**src/chc_defs.vh**
```
// constants for the card host controller: register map, fields, modes and timing
`ifndef CHC_DEFS_VH
`define CHC_DEFS_VH

// register byte offsets
`define CHC_REG_CTRL 5'h00
`define CHC_REG_ADDR 5'h04
`define CHC_REG_DATA 5'h08
`define CHC_REG_CMD 5'h0C
`define CHC_REG_PINS 5'h10
`define CHC_REG_IRQ_STS 5'h14
`define CHC_REG_IRQ_MASK 5'h18

// control register fields
`define CHC_CTRL_MODE_LSB 0
`define CHC_CTRL_MODE_MSB 1
`define CHC_CTRL_RESET_BIT 2
`define CHC_CTRL_SLAVE_BIT 3
`define CHC_CTRL_WIDE_BIT 4
`define CHC_CTRL_RST_VAL 32'h0000_0004

// address register fields
`define CHC_ADDR_MSB 10
`define CHC_ADDR_SPACE_BIT 16

// command register fields
`define CHC_CMD_GO_BIT 0
`define CHC_CMD_WRITE_BIT 1
`define CHC_CMD_IO_BIT 2

// interrupt status bits
`define CHC_IRQ_DONE 0
`define CHC_IRQ_DETECT 1
`define CHC_IRQ_CARD 2
`define CHC_IRQ_STATUS_CHANGED_N 3
`define CHC_IRQ_W 4

// interface modes
`define CHC_MODE_MEM 2'h0
`define CHC_MODE_IO 2'h1
`define CHC_MODE_DISK 2'h2

// access timing
`define CHC_CLK_NS 5
`define CHC_SETUP_NS 30
`define CHC_STROBE_NS 80
`define CHC_HOLD_NS 20
`define CHC_SETUP_CYC ((`CHC_SETUP_NS + `CHC_CLK_NS - 1) / `CHC_CLK_NS)
`define CHC_STROBE_CYC ((`CHC_STROBE_NS + `CHC_CLK_NS - 1) / `CHC_CLK_NS)
`define CHC_HOLD_CYC ((`CHC_HOLD_NS + `CHC_CLK_NS - 1) / `CHC_CLK_NS)

`endif

```
**src/chc_card_host.v**
```verilog
// host controller that drives a removable flash card over its parallel pins
`include "chc_defs.vh"

module chc_card_host (
	// clock and reset
	input wire clk_i,
	input wire rst_i,
	// wishbone slave
	input wire wb_cyc_i,
	input wire wb_stb_i,
	input wire wb_we_i,
	input wire [4:0] wb_adr_i,
	input wire [3:0] wb_sel_i,
	input wire [31:0] wb_dat_i,
	output reg [31:0] wb_dat_o,
	output reg wb_ack_o,
	// interrupt
	output reg irq_o,
	// card address, selects and strobes
	output reg [10:0] card_addr_o,
	output reg card_ce1_n_o,
	output reg card_ce2_n_o,
	output reg card_oe_n_o,
	output reg card_we_n_o,
	output reg io_read_n_o,
	output reg io_write_n_o,
	output reg card_reg_n_o,
	output reg card_reset_o,
	// card data bus
	input wire [15:0] card_data_i,
	output reg [15:0] card_data_o,
	output reg card_data_oe_o,
	// drive select, open drain
	input wire drive_select_n_i,
	output reg drive_select_n_o,
	output reg drive_select_oe_o,
	// card status pins
	input wire card_pin37_i,
	input wire card_pin42_i,
	input wire card_pin43_i,
	input wire card_pin45_i,
	input wire card_pin46_i,
	input wire detect_one_n_i,
	input wire detect_two_n_i
);

////////////////////////////////////////////////////////////////////////////////
localparam ST_IDLE = 2'h0;
localparam ST_SETUP = 2'h1;
localparam ST_STROBE = 2'h2;
localparam ST_HOLD = 2'h3;
localparam [31:0] SETUP_N = `CHC_SETUP_CYC;
localparam [31:0] STROBE_N = `CHC_STROBE_CYC;
localparam [31:0] HOLD_N = `CHC_HOLD_CYC;
// the strobe count does not fit four bits, so the counter is five wide
localparam [4:0] SETUP_C = SETUP_N[4:0];
localparam [4:0] STROBE_C = STROBE_N[4:0];
localparam [4:0] HOLD_C = HOLD_N[4:0];

// byte-lane merge of a bus write
function [31:0] lane_merge;
	input [31:0] old_v;
	input [31:0] new_v;
	input [3:0] sel;
	integer i;
	begin
		lane_merge = old_v;
		for (i = 0; i < 4; i = i + 1) begin
			if (sel[i])
				lane_merge[i*8 +: 8] = new_v[i*8 +: 8];
		end
	end
endfunction

// strobe must stretch while the card asks to wait
function card_stall;
	input [1:0] mode;
	input pin42;
	begin
		if (mode == `CHC_MODE_DISK)
			card_stall = ~pin42;
		else
			card_stall = ~pin42;
	end
endfunction

// interrupt request level as seen on the shared pin
function card_irq;
	input [1:0] mode;
	input pin37;
	begin
		case (mode)
		`CHC_MODE_IO: card_irq = ~pin37;
		`CHC_MODE_DISK: card_irq = pin37;
		default: card_irq = 1'b0;
		endcase
	end
endfunction

////////////////////////////////////////////////////////////////////////////////
reg [31:0] ctrl_reg;
reg [31:0] addr_reg;
reg [31:0] wdata_reg;
reg [15:0] rdata_reg;
reg [3:0] sts_reg;
reg [3:0] sts_next;
reg [3:0] mask_reg;
reg [1:0] mode_reg;
reg [1:0] state_reg;
reg [4:0] cnt_reg;
reg op_write_reg;
reg op_io_reg;
reg present_reg;
reg status_changed_n_seen_reg;

wire bus_req = wb_cyc_i & wb_stb_i & ~wb_ack_o;
wire bus_wr = bus_req & wb_we_i;
wire present = ~detect_one_n_i & ~detect_two_n_i;
wire is_disk = (mode_reg == `CHC_MODE_DISK);
wire wide = ctrl_reg[`CHC_CTRL_WIDE_BIT] | is_disk;
wire space = addr_reg[`CHC_ADDR_SPACE_BIT];
wire go = bus_wr & (wb_adr_i == `CHC_REG_CMD) & wb_sel_i[0] & wb_dat_i[`CHC_CMD_GO_BIT];
wire start = go & (state_reg == ST_IDLE) & present & ~ctrl_reg[`CHC_CTRL_RESET_BIT];
wire use_io = is_disk | (op_io_reg & (mode_reg == `CHC_MODE_IO));
wire [31:0] ctrl_wr = lane_merge(ctrl_reg, wb_dat_i, wb_sel_i);
wire access_done = (state_reg == ST_HOLD) & (cnt_reg == 5'h00);
wire status_changed_n = (mode_reg == `CHC_MODE_IO) & ~card_pin46_i;
wire [3:0] events;

assign events[`CHC_IRQ_DONE] = access_done;
assign events[`CHC_IRQ_DETECT] = present ^ present_reg;
assign events[`CHC_IRQ_CARD] = card_irq(mode_reg, card_pin37_i);
assign events[`CHC_IRQ_STATUS_CHANGED_N] = status_changed_n & ~status_changed_n_seen_reg;

////////////////////////////////////////////////////////////////////////////////
// interrupt status: a new event wins over a write-one clear
always @* begin
	sts_next = sts_reg | events;
	if (bus_wr && wb_adr_i == `CHC_REG_IRQ_STS && wb_sel_i[0])
		sts_next = (sts_reg & ~wb_dat_i[3:0]) | events;
end

////////////////////////////////////////////////////////////////////////////////
// register file and bus answer
always @(posedge clk_i) begin
	if (rst_i) begin
		ctrl_reg <= `CHC_CTRL_RST_VAL;
		addr_reg <= 32'h0000_0000;
		wdata_reg <= 32'h0000_0000;
		mask_reg <= 4'h0;
		sts_reg <= 4'h0;
		mode_reg <= `CHC_MODE_MEM;
		wb_ack_o <= 1'b0;
		wb_dat_o <= 32'h0000_0000;
		irq_o <= 1'b0;
		present_reg <= 1'b0;
		status_changed_n_seen_reg <= 1'b0;
	end else begin
		wb_ack_o <= bus_req;
		sts_reg <= sts_next;
		irq_o <= |(sts_next & mask_reg);
		present_reg <= present;
		status_changed_n_seen_reg <= status_changed_n;
		if (ctrl_reg[`CHC_CTRL_RESET_BIT])
			mode_reg <= ctrl_reg[`CHC_CTRL_MODE_MSB:`CHC_CTRL_MODE_LSB];
		if (bus_wr) begin
			case (wb_adr_i)
			`CHC_REG_CTRL: begin
				ctrl_reg[7:0] <= {3'h0, ctrl_wr[4:0]};
				if (!ctrl_reg[`CHC_CTRL_RESET_BIT])
					ctrl_reg[1:0] <= ctrl_reg[1:0];
			end
			`CHC_REG_ADDR: addr_reg <= lane_merge(addr_reg, wb_dat_i, wb_sel_i) & 32'h0001_07FF;
			`CHC_REG_DATA: wdata_reg <= lane_merge(wdata_reg, wb_dat_i, wb_sel_i) & 32'h0000_FFFF;
			`CHC_REG_IRQ_MASK: begin
				if (wb_sel_i[0])
					mask_reg <= wb_dat_i[3:0];
			end
			default: begin
			end
			endcase
		end
		if (bus_req) begin
			case (wb_adr_i)
			`CHC_REG_CTRL: wb_dat_o <= ctrl_reg;
			`CHC_REG_ADDR: wb_dat_o <= addr_reg;
			`CHC_REG_DATA: wb_dat_o <= {16'h0000, rdata_reg};
			`CHC_REG_CMD: wb_dat_o <= {31'h0000_0000, state_reg != ST_IDLE};
			`CHC_REG_PINS: wb_dat_o <= {22'h00_0000, mode_reg, drive_select_n_i,
				card_pin46_i, card_pin45_i, card_pin43_i, card_pin42_i,
				card_pin37_i, present_reg, present};
			`CHC_REG_IRQ_STS: wb_dat_o <= {28'h000_0000, sts_reg};
			`CHC_REG_IRQ_MASK: wb_dat_o <= {28'h000_0000, mask_reg};
			default: wb_dat_o <= 32'h0000_0000;
			endcase
		end
	end
end

////////////////////////////////////////////////////////////////////////////////
// card access sequencer and pin drive
always @(posedge clk_i) begin
	if (rst_i) begin
		state_reg <= ST_IDLE;
		cnt_reg <= 5'h00;
		op_write_reg <= 1'b0;
		op_io_reg <= 1'b0;
		rdata_reg <= 16'h0000;
		card_addr_o <= 11'h000;
		card_ce1_n_o <= 1'b1;
		card_ce2_n_o <= 1'b1;
		card_oe_n_o <= 1'b1;
		card_we_n_o <= 1'b1;
		io_read_n_o <= 1'b1;
		io_write_n_o <= 1'b1;
		card_reg_n_o <= 1'b1;
		card_reset_o <= 1'b1;
		card_data_o <= 16'h0000;
		card_data_oe_o <= 1'b0;
		drive_select_n_o <= 1'b0;
		drive_select_oe_o <= 1'b1;
	end else begin
		// reset pin is active low in disk mode
		card_reset_o <= is_disk ? ~ctrl_reg[`CHC_CTRL_RESET_BIT] :
			ctrl_reg[`CHC_CTRL_RESET_BIT];
		drive_select_n_o <= 1'b0;
		drive_select_oe_o <= ~(is_disk & ctrl_reg[`CHC_CTRL_SLAVE_BIT]);
		if (is_disk) begin
			card_we_n_o <= 1'b1;
			card_reg_n_o <= 1'b1;
			card_oe_n_o <= 1'b0;
		end
		case (state_reg)
		ST_IDLE: begin
			if (!is_disk)
				card_oe_n_o <= 1'b1;
			if (start) begin
				op_write_reg <= wb_dat_i[`CHC_CMD_WRITE_BIT];
				op_io_reg <= wb_dat_i[`CHC_CMD_IO_BIT];
				card_data_o <= wdata_reg[15:0];
				card_data_oe_o <= wb_dat_i[`CHC_CMD_WRITE_BIT];
				if (is_disk) begin
					card_addr_o <= {8'h00, addr_reg[2:0]};
					card_ce1_n_o <= space;
					card_ce2_n_o <= ~space;
				end else begin
					card_addr_o <= addr_reg[`CHC_ADDR_MSB:0];
					card_reg_n_o <= ~space;
					card_ce1_n_o <= 1'b0;
					card_ce2_n_o <= ~wide;
				end
				cnt_reg <= SETUP_C - 5'h01;
				state_reg <= ST_SETUP;
			end
		end
		ST_SETUP: begin
			if (cnt_reg == 5'h00) begin
				if (use_io) begin
					io_read_n_o <= op_write_reg;
					io_write_n_o <= ~op_write_reg;
				end else begin
					card_oe_n_o <= op_write_reg;
					card_we_n_o <= ~op_write_reg;
				end
				cnt_reg <= STROBE_C - 5'h01;
				state_reg <= ST_STROBE;
			end else begin
				cnt_reg <= cnt_reg - 5'h01;
			end
		end
		ST_STROBE: begin
			if (cnt_reg != 5'h00) begin
				cnt_reg <= cnt_reg - 5'h01;
			end else if (!card_stall(mode_reg, card_pin42_i)) begin
				if (!op_write_reg)
					rdata_reg <= wide ? card_data_i : {8'h00, card_data_i[7:0]};
				io_read_n_o <= 1'b1;
				io_write_n_o <= 1'b1;
				if (!is_disk) begin
					card_oe_n_o <= 1'b1;
					card_we_n_o <= 1'b1;
				end
				cnt_reg <= HOLD_C - 5'h01;
				state_reg <= ST_HOLD;
			end
		end
		ST_HOLD: begin
			if (cnt_reg == 5'h00) begin
				card_ce1_n_o <= 1'b1;
				card_ce2_n_o <= 1'b1;
				card_data_oe_o <= 1'b0;
				if (!is_disk)
					card_reg_n_o <= 1'b1;
				state_reg <= ST_IDLE;
			end else begin
				cnt_reg <= cnt_reg - 5'h01;
			end
		end
		default: state_reg <= ST_IDLE;
		endcase
	end
end

endmodule

```
**config.mk**
```make
export PLATFORM = sky130hd
export DESIGN_NAME = chc_card_host
export DESIGN_NICKNAME = d
export VERILOG_FILES = /design/src/chc_card_host.v
export VERILOG_INCLUDE_DIRS = /design/src
export SDC_FILE = /design/constraint.sdc
export NUM_CORES = 1
export LEC_CHECK = 0
export BUFFER_PORTS_ARGS = -buffer_cell sky130_fd_sc_hd__buf_2
export CAP_MARGIN = 20
export CELL_PAD_IN_SITES_DETAIL_PLACEMENT = 0
export CELL_PAD_IN_SITES_GLOBAL_PLACEMENT = 1
export CORE_MARGIN = 2
export CORE_UTILIZATION = 29
export CTS_CLUSTER_DIAMETER = 40
export DETAILED_ROUTE_END_ITERATION = 12
export PLACE_DENSITY = 0.66
export SLEW_MARGIN = 5
export SYNTH_ARGS = -nofsm -noshare
export SYNTH_HDL_FRONTEND = slang
export SYNTH_SLANG_ARGS = --single-unit
```
**constraint.sdc**
```tcl
create_clock -name clk_i -period 1.9 [get_ports clk_i]
set_input_delay 0.095 -clock clk_i [delete_from_list [all_inputs] [get_ports clk_i]]
set_output_delay 0.095 -clock clk_i [all_outputs]
set_load 0.02 [all_outputs]
```
==> results of run 1 <==
-- per-layer routing --
layer	global-route usage (%)	part of all wire, %
met5	0	0
met4	5.42	1.4
met2	26.2	45
met3	4.68	4.6
met1	23.8	49
-- worst max-delay path by stage --
stage | endpoint | slack (ps)
2_1_floorplan | irq_o | 70
3_3_place_gp | card_ce2_n_o | 60
3_5_place_dp | irq_o | 40
4_1_cts | irq_o | 10
5_1_grt | rdata_reg[11] | -20
6_report | rdata_reg[14] | 50
-- final cells by class --
cell class | count | share of cell area [%]
Sequential cell | 126 | 33.7
Clock buffer | 22 | 6.33
Timing Repair Buffer | 181 | 16.9
Tap cell | 234 | 3.91
Clock inverter | 10 | 2.14
Multi-Input combinational cell | 459 | 36.6
Inverter | 8 | 0.401
-- Yosys cell counts, types with 6 or more instances --
cell type | number | area (sq um)
nand3_1 | 24 | 120
nor3_1 | 10 | 50.1
inv_1 | 8 | 30.0
dfxtp_1 | 126 | 2520
buf_4 | 20 | 150
clkbuf_1 | 18 | 67.6
a21oi_1 | 70 | 350
o21ai_0 | 10 | 50.1
buf_2 | 15 | 75.1
mux2i_1 | 47 | 470
nor2_1 | 63 | 236
nand2_1 | 102 | 383
a22oi_1 | 9 | 67.6
nor2b_1 | 6 | 37.5
nand2b_1 | 11 | 68.8
-- kinds of logic after synthesis --
group                    share of synthesized area [%]
AO/OA/AOI/OAI                                     14.6
flip-flops                                        45.7
multiplexers                                      9.14
other                                           0.0679
AND/OR/NAND/NOR                                   22.6
XOR/XNOR                                         0.317
adder cells (fa/ha/maj)                           1.13
buffers and inverters                             6.42
-- repair_timing --
item	in CTS	in global routing
resized for setup	0	14
endpoints found under the hold margin	39	0
hold buffers	32	0
setup endpoints to repair	0	25
buffers inserted	0	2
-- worst max-delay path: stages, from the launching register on --
cell     delay [ps]
dfxtp_2         330
inv_2            60
ha_4            140
nor4b_4         330
nand2_2          90
buf_6           140
nor3_4          190
buf_12          140
buf_12          120
nand3_1          70
a21oi_1         160
-- power by group through the flow --
stage                     Clock (W)  Combinational (W)  Sequential (W)
after floorplan                   0           0.000624         0.00288
after global placement            0           0.000985         0.00283
after detailed placement          0           0.000983         0.00284
after CTS                   0.00357            0.00103         0.00278
after global routing        0.00371            0.00118         0.00279
final                       0.00351            0.00108         0.00278
-- metrics by stage --
| stage | instance area, sq um | setup slack (ps) | instances | hold WS (ps) | util, % |
|---|---|---|---|---|---|
| after global placement | 6430 | 60.2 | 973 | 297 | 34.4 |
| after detailed placement | 6430 | 36.0 | 973 | 295 | 34.4 |
| after global routing | 7490 | -22.0 | 1040 | 15.7 | 40.0 |
| after floorplan | 5580 | 73.2 | 652 | 172 | - |
| after CTS | 7390 | 12.4 | 1037 | 2.64 | 39.5 |
| final | 7490 | 48.4 | 1040 | 18.8 | 40.0 |
==> impl_metrics.py, run 1 <==
metrics = {
    "timing": {
        "final.min_clock_period_ps": 1850,
        "drv_slew": 0,
        "setup_viol": 0,
        "rsz0062_at_grt": "yes",
        "hold_viol_final": 0,
        "finClkSkew_ps": 6.00,
        "setup-tns-final_ps": 0,
        "fmaxAchievable_ghz": 0.540,
        "timing.final.crit_share_pct": 97.5,
    },
    "clock_network": {
        "clk_pin_slew_worst_paths_ps": 60,
        "numCtsBuffers": 17,
        "cts_root_buf": "clkbuf_16",
        "cts_tree": "yes",
        "cts_sinks": 126,
        "htreeDepth": 4,
        "cts_buffer_depth": 2,
        "clk_latency_ps": 420,
    },
    "synth": {
        "synthFlopType": "dfxtp_1",
        "synth_area_sq_um": 5520,
        "synth_edf_count": 0,
        "ys_seq_area_share_pct": 45.7,
        "ys_warn_count": 0,
        "synthArstFlopShare_pct": 0,
        "netlist-cell-type-count": 64,
        "syn_inst": 637,
        "synth-seq-cells": 126,
        "avgSynthCellArea_sq_um": 8.66,
    },
    "floorplanning": {
        "rows": 50,
        "die_area_sq_um": 20200,
        "io_pins": 142,
        "die_width_microns": 142,
        "die_h_microns": 142,
        "core_sq_um": 18700,
        "initial_core_util_pct": 29.5,
    },
    "detailed_routing": {
        "vias_per_cell": 4.71,
        "drc_errors": 0,
        "drtIter0Drc": 244,
        "postRouteAntennaNets": 0,
        "post_drt_wl_per_cell_microns": 16.5,
        "vias": 4894,
        "drtPass1Iterations": 7,
        "totalWireLength_microns": 17100,
    },
    "cells_and_area": {
        "layout_common_cells": "124 x dfxtp_1, 108 x buf_2, 102 x nand2_1",
        "regArea_sq_um": 2520,
        "nFillCells": 1925,
        "multi_input_area_sq_um": 2740,
        "top_register": "wb_dat_o",
        "nNetsFinal": 868,
        "area_growth_pct": 35.7,
        "antennaDiodeCount": 0,
        "largest_reg_flops": 17,
        "layout_commonest_cell": "dfxtp_1",
        "drive_above_1_share_pct": 25.8,
    },
    "worst_hold_path": {
        "holdPathStages": 3,
        "hp-class": "in2reg",
        "hold_path_end": "status_changed_n_seen_reg",
        "min-delay-start": "card_pin46_i",
    },
    "power": {
        "p_total_w": 0.00736,
        "p_sw_share_pct": 25.6,
        "pwr-share-seq_pct": 37.8,
        "clkPwrFrac_pct": 47.6,
        "leakage_nw": 3.13,
        "pwr_density_cell_nw_per_um2": 983,
        "internal_power_w": 0.00548,
        "pwr-share-comb_pct": 14.6,
        "switching_power_w": 0.00188,
        "vdd_drop_max_mv": 0.670,
    },
    "setup_path": {
        "crit_path_end_kind": "flop",
        "worstPathMaxFanout": 8,
        "reg2reg_to": "rdata_reg[14]",
        "crit_start": "cnt_reg[1]",
        "required_ps": 2240,
        "path_class": "reg2reg",
        "r2r_cells": 10,
        "r2r-start": "cnt_reg[1]",
        "startpoint_type": "flop",
        "critPathArrivalTime_ps": 2190,
        "ff2ff_setup_slack_ps": 50,
    },
    "grt": {
        "grtUsageTotal_pct": 17.2,
        "grt_first_pass_wirelength_microns": 26500,
        "grt_antenna_before_repair": 0,
        "grt_overflow": 0,
        "grt_pass1_vias": 4720,
        "grt_max_degree": 76,
    },
    "placement": {
        "gp_congestion": 0.835,
        "port_buffers": 109,
        "hpwl_microns": 11900,
    },
    "flow_run": {
        "maxCapViolCount": 0,
    },
    "run_status": {
        "status": "finished, final reports clean",
    },
}
Note: power is estimated with default switching activity, not from simulation.
==> run 2, diff against run 1 <==
REMOVE_ABC_BUFFERS = 1   (was default)
==> run 2 against run 1 <==
Effect of this change: sequential share of layout area is 0.31 points higher; hold slack improved by 3.6 ps; global-route usage shrank 0.28 points; clock power down 10%; design area decreased by 1.0%; clock skew is 11 ps higher; largest power group unchanged; combinational power about the same; register-to-register slack better by 30 ps; critical endpoint is now rdata_reg[13]; highest routed layer unchanged.
==> impl_metrics.py, run 2 (synthesized netlist as in run 1, its figures left out) <==
metrics = {
    "grt": {
        "grt_overflow": 0,
        "grtUsageTotal_pct": 17.0,
        "grt_pass1_vias": 4710,
        "grt_first_pass_wirelength_microns": 26400,
        "grt_antenna_before_repair": 0,
        "grt_max_degree": 54,
    },
    "setup_path": {
        "crit_start": "cnt_reg[1]",
        "r2r-start": "cnt_reg[1]",
        "path_class": "reg2reg",
        "startpoint_type": "flop",
        "required_ps": 2250,
        "critPathArrivalTime_ps": 2180,
        "crit_path_end_kind": "flop",
        "worstPathMaxFanout": 8,
    },
    "cells_and_area": {
        "largest_reg_flops": 17,
        "area_growth_pct": 34.3,
        "final_core_util_pct": 39.6,
        "layout_common_cells": "126 x dfxtp_1, 108 x buf_2, 102 x nand2_1",
        "top_register": "wb_dat_o",
        "layout_commonest_cell": "dfxtp_1",
        "design_area_sq_um": 7410,
        "drive_above_1_share_pct": 25.9,
        "antennaDiodeCount": 0,
        "nNetsFinal": 869,
    },
    "power": {
        "pwr_density_cell_nw_per_um2": 947,
        "vdd_drop_max_mv": 0.637,
        "leakage_nw": 3.09,
        "p_total_w": 0.00702,
    },
    "detailed_routing": {
        "drc_errors": 0,
        "postRouteAntennaNets": 0,
        "vias_per_cell": 4.75,
        "totalWireLength_microns": 16800,
        "drtPass1Iterations": 5,
        "vias": 4944,
        "post_drt_wl_per_cell_microns": 16.1,
        "drtIter0Drc": 266,
    },
    "floorplanning": {
        "rows": 50,
        "initial_core_util_pct": 29.5,
        "die_h_microns": 142,
        "die_area_sq_um": 20200,
        "core_sq_um": 18700,
        "io_pins": 142,
        "die_width_microns": 142,
    },
    "worst_hold_path": {
        "min-delay-start": "card_pin46_i",
        "hp-class": "in2reg",
    },
    "placement": {
        "gp_congestion": 0.819,
        "placed_area_sq_um": 6420,
        "port_buffers": 109,
        "hpwl_microns": 11700,
    },
    "clock_network": {
        "numCtsBuffers": 17,
        "cts_root_buf": "clkbuf_16",
        "clk_pin_slew_worst_paths_ps": 60,
        "htreeDepth": 4,
        "cts_sinks": 126,
        "clk_latency_ps": 430,
        "cts_buffer_depth": 2,
        "cts_tree": "yes",
    },
    "flow_run": {
        "maxCapViolCount": 0,
    },
    "timing": {
        "hold_viol_final": 0,
        "drv_slew": 0,
        "timing.final.crit_share_pct": 96.1,
        "fmaxAchievable_ghz": 0.547,
        "final.min_clock_period_ps": 1830,
        "finClkSkew_ps": 17.4,
        "setup_viol": 0,
    },
    "run_status": {
        "status": "finished, final reports clean",
    },
}
-- run 2: critical path: stages, from the launching register on --
cell     delay, ps
dfxtp_1        310
inv_1           50
ha_2           200
nor4b_4        310
nand2_2         80
buf_4          160
nor3_4         160
buf_6          150
buf_12         130
nand3_1         70
a21oi_1        140
-- run 2: cell type report --
| type | instances | area [sq um] |
|---|---|---|
| fillers | 1933 | 11300 |
| multi-input cells | 459 | 2750 |
| flip-flops and latches | 126 | 2520 |
| repair buffers | 182 | 1250 |
| clock buffers | 18 | 439 |
| well taps | 234 | 293 |
| clock inverters | 14 | 130 |
| inverters | 8 | 30.0 |
-- run 2: path summary, 6_finish.rpt --
kind / endpoint / slack, ps / depth (start not counted)
max: rdata_reg[13] / 70 / 10
min: status_changed_n_seen_reg / 20 / 3
max reg2reg: rdata_reg[13] / 70 / 10
min reg2reg: card_data_o[15] / 450 / 2
-- run 2: per-stage QoR --
| stage | hold slack [ps] | setup TNS [ps] | worst slack (ps) | cells |
|---|---|---|---|---|
| detailed placement | 312 | 0 | 69.6 | 973 |
| floorplan | 164 | -18170 | -612 | 593 |
| finish | 22.5 | 0 | 73.5 | 1041 |
| global route | 22.8 | -140 | -21.0 | 1041 |
| global placement | 315 | 0 | 68.8 | 973 |
| CTS | 2.75 | 0 | 49.4 | 1038 |
-- run 2: report_power, final --
part	switching (W)	internal [W]
Sequential	0.0000597	0.00272
Combinational	0.000613	0.000474
Clock	0.00131	0.00185
-- run 2: timing repair --
action,CTS,global route
endpoints found under the setup margin,0,20
gates resized for setup,0,14
hold endpoints to repair,40,0
hold buffers,33,0
setup buffers,0,2
-- run 2: metal layers --
layer	GRT usage, %	routed length [microns]	up-vias
li1	-	-	2488
met1	23.4	8130	2318
met2	26.2	7700	127
met3	4.21	765	11
met4	5.05	193	0
met5	0	0	-
==> run 3, diff against run 2 <==
SETUP_SLACK_MARGIN = 0.5   (was default)
==> run 3 against run 2 <==
Effect of this change: clock skew fell by 2.9 ps; register-to-register slack improved by 70 ps; hold slack got worse by 6.3 ps; die area did not move; final cell count rose by 3.6%; global-route usage rose by 1.5 points; total power rose by 6.6%; wire length rose by 10%; sequential share of layout area fell by 5.3 points; critical path depth fell by 2; largest cell class unchanged.
==> impl_metrics.py, run 3 (synthesized netlist as in run 1, its figures left out) <==
metrics = {
    "floorplanning": {
        "core_sq_um": 18700,
        "die_h_microns": 142,
        "die_width_microns": 142,
        "die_area_sq_um": 20200,
        "io_pins": 142,
        "initial_core_util_pct": 29.5,
        "rows": 50,
    },
    "timing": {
        "finClkSkew_ps": 14.5,
        "final.min_clock_period_ps": 1760,
        "worst_pin_slew_ps": 616,
        "fmaxAchievable_ghz": 0.569,
        "hold_viol_final": 0,
        "rsz0062_at_grt": "yes",
        "drv_slew": 0,
        "setup_viol": 0,
        "timing.final.crit_share_pct": 92.5,
        "max_slew_margin_pct": 58.9,
        "setup-tns-final_ps": 0,
    },
    "power": {
        "pwr_density_cell_nw_per_um2": 849,
        "leakage_nw": 3.57,
        "vdd_drop_max_mv": 0.705,
    },
    "clock_network": {
        "cts_buffer_depth": 2,
        "clk_pin_slew_worst_paths_ps": 60,
        "htreeDepth": 4,
        "numCtsBuffers": 17,
        "cts_tree": "yes",
        "cts_root_buf": "clkbuf_16",
        "cts_sinks": 126,
        "clk_latency_ps": 430,
    },
    "setup_path": {
        "crit_path_end_kind": "flop",
        "r2r-start": "wb_ack_o",
        "worstPathMaxFanout": 3,
        "path_class": "reg2reg",
        "ff2ff_setup_slack_ps": 140,
        "reg2reg_to": "cnt_reg[2]",
        "r2r_cells": 8,
        "startpoint_type": "flop",
        "critPathArrivalTime_ps": 2080,
        "required_ps": 2220,
    },
    "detailed_routing": {
        "postRouteAntennaNets": 0,
        "vias": 5264,
        "drtPass1Iterations": 4,
        "drtIter0Drc": 287,
        "post_drt_wl_per_cell_microns": 17.2,
        "vias_per_cell": 4.88,
        "drc_errors": 0,
        "totalWireLength_microns": 18500,
    },
    "grt": {
        "grt_overflow": 0,
        "grt_first_pass_wirelength_microns": 28400,
        "grt_pass1_vias": 4985,
        "grt_antenna_before_repair": 0,
        "grt_max_degree": 54,
        "grtUsageTotal_pct": 18.4,
    },
    "cells_and_area": {
        "layout_common_cells": "121 x dfxtp_1, 108 x buf_2, 59 x nor2_1",
        "nFillCells": 1777,
        "area_growth_pct": 59.7,
        "nNetsFinal": 906,
        "top_register": "wb_dat_o",
        "drive_above_1_share_pct": 47.5,
        "antennaDiodeCount": 0,
        "design_area_sq_um": 8810,
        "largest_reg_flops": 17,
        "layout_commonest_cell": "dfxtp_1",
    },
    "placement": {
        "hpwl_microns": 11700,
        "gp_congestion": 0.819,
        "placed_area_sq_um": 6420,
        "port_buffers": 109,
    },
    "worst_hold_path": {
        "holdPathStages": 3,
        "hp-class": "in2reg",
        "min-delay-start": "card_pin46_i",
        "hold_path_end": "status_changed_n_seen_reg",
    },
    "flow_run": {
        "maxCapViolCount": 0,
    },
    "run_status": {
        "status": "finished, final reports clean",
    },
}
==> run 3: changes by cell type in the layout (fill, tap and decap cells not counted), sizes merged <==
cell	delta
inv	-1
clkinvlp	+1
clkbuf	-1
dlygate4sd3	-1
buf	+39
==> run 3: through the flow <==
stage               cells  hold WS, ps  setup slack [ps]  util [%]  total power (W)
finish               1078         16.2               143      47.1          0.00749
global route         1078         20.8              69.1      47.1          0.00781
global placement      973          315              68.8      34.3          0.00382
detailed placement    973          312              69.6      34.3          0.00381
floorplan             593          164              -612         -          0.00341
CTS                  1067         2.75               171      44.1          0.00727
==> run 3: per-layer routing <==
layer  GRT usage [%]  up-vias  wire, microns
li1                -     2585              -
met1            24.9     2510           8590
met2            28.8      145           8740
met3            4.31       24            795
met4            6.68        0            410
met5               0        -              0
==> run 3: final cells by class <==
| type | count | area (sq um) | area share (%) |
|---|---|---|---|
| multi-input combinational | 459 | 3600 | 40.8 |
| clock buffer | 18 | 439 | 4.98 |
| sequential | 126 | 2530 | 28.7 |
| timing repair buffer | 219 | 1790 | 20.3 |
| clock inverter | 14 | 130 | 1.48 |
| inverter | 8 | 33.8 | 0.383 |
| tap | 234 | 293 | 3.32 |
==> run 3: critical path, stage by stage (launching register included) <==
cell and delay [ps]:
dfxtp_2 320, and3b_2 320, nand4_4 140, buf_6 160, nor2_4 150, buf_6 140, buf_6 90, o31ai_4 70
a311oi_2 270
==> run 3: timing repair <==
item / in CTS / in global routing
gates resized for setup: 156 / 108
endpoints found under the hold margin: 39 / 0
gates cloned: 7 / 0
pin swaps: 85 / 72
setup endpoints to repair: 109 / 117
setup buffers: 23 / 11
hold buffers: 32 / 0
==> run 3: where the power goes <==
group          leakage [nW]  internal (W)  total [W]  switching, W
clock network         0.267       0.00185    0.00316       0.00131
logic                  2.29      0.000720    0.00153      0.000806
registers              1.02       0.00272    0.00280     0.0000775
==> run 3: worst max-delay path by stage <==
stage,startpoint,end,depth (start not counted)
2_1_floorplan,wb_ack_o,cnt_reg[2],5
3_3_place_gp,cnt_reg[0],irq_o,7
3_5_place_dp,cnt_reg[0],io_read_n_o,7
4_1_cts,cnt_reg[1],rdata_reg[8],10
5_1_grt,state_reg[1],state_reg[1],7
6_report,wb_ack_o,cnt_reg[2],8
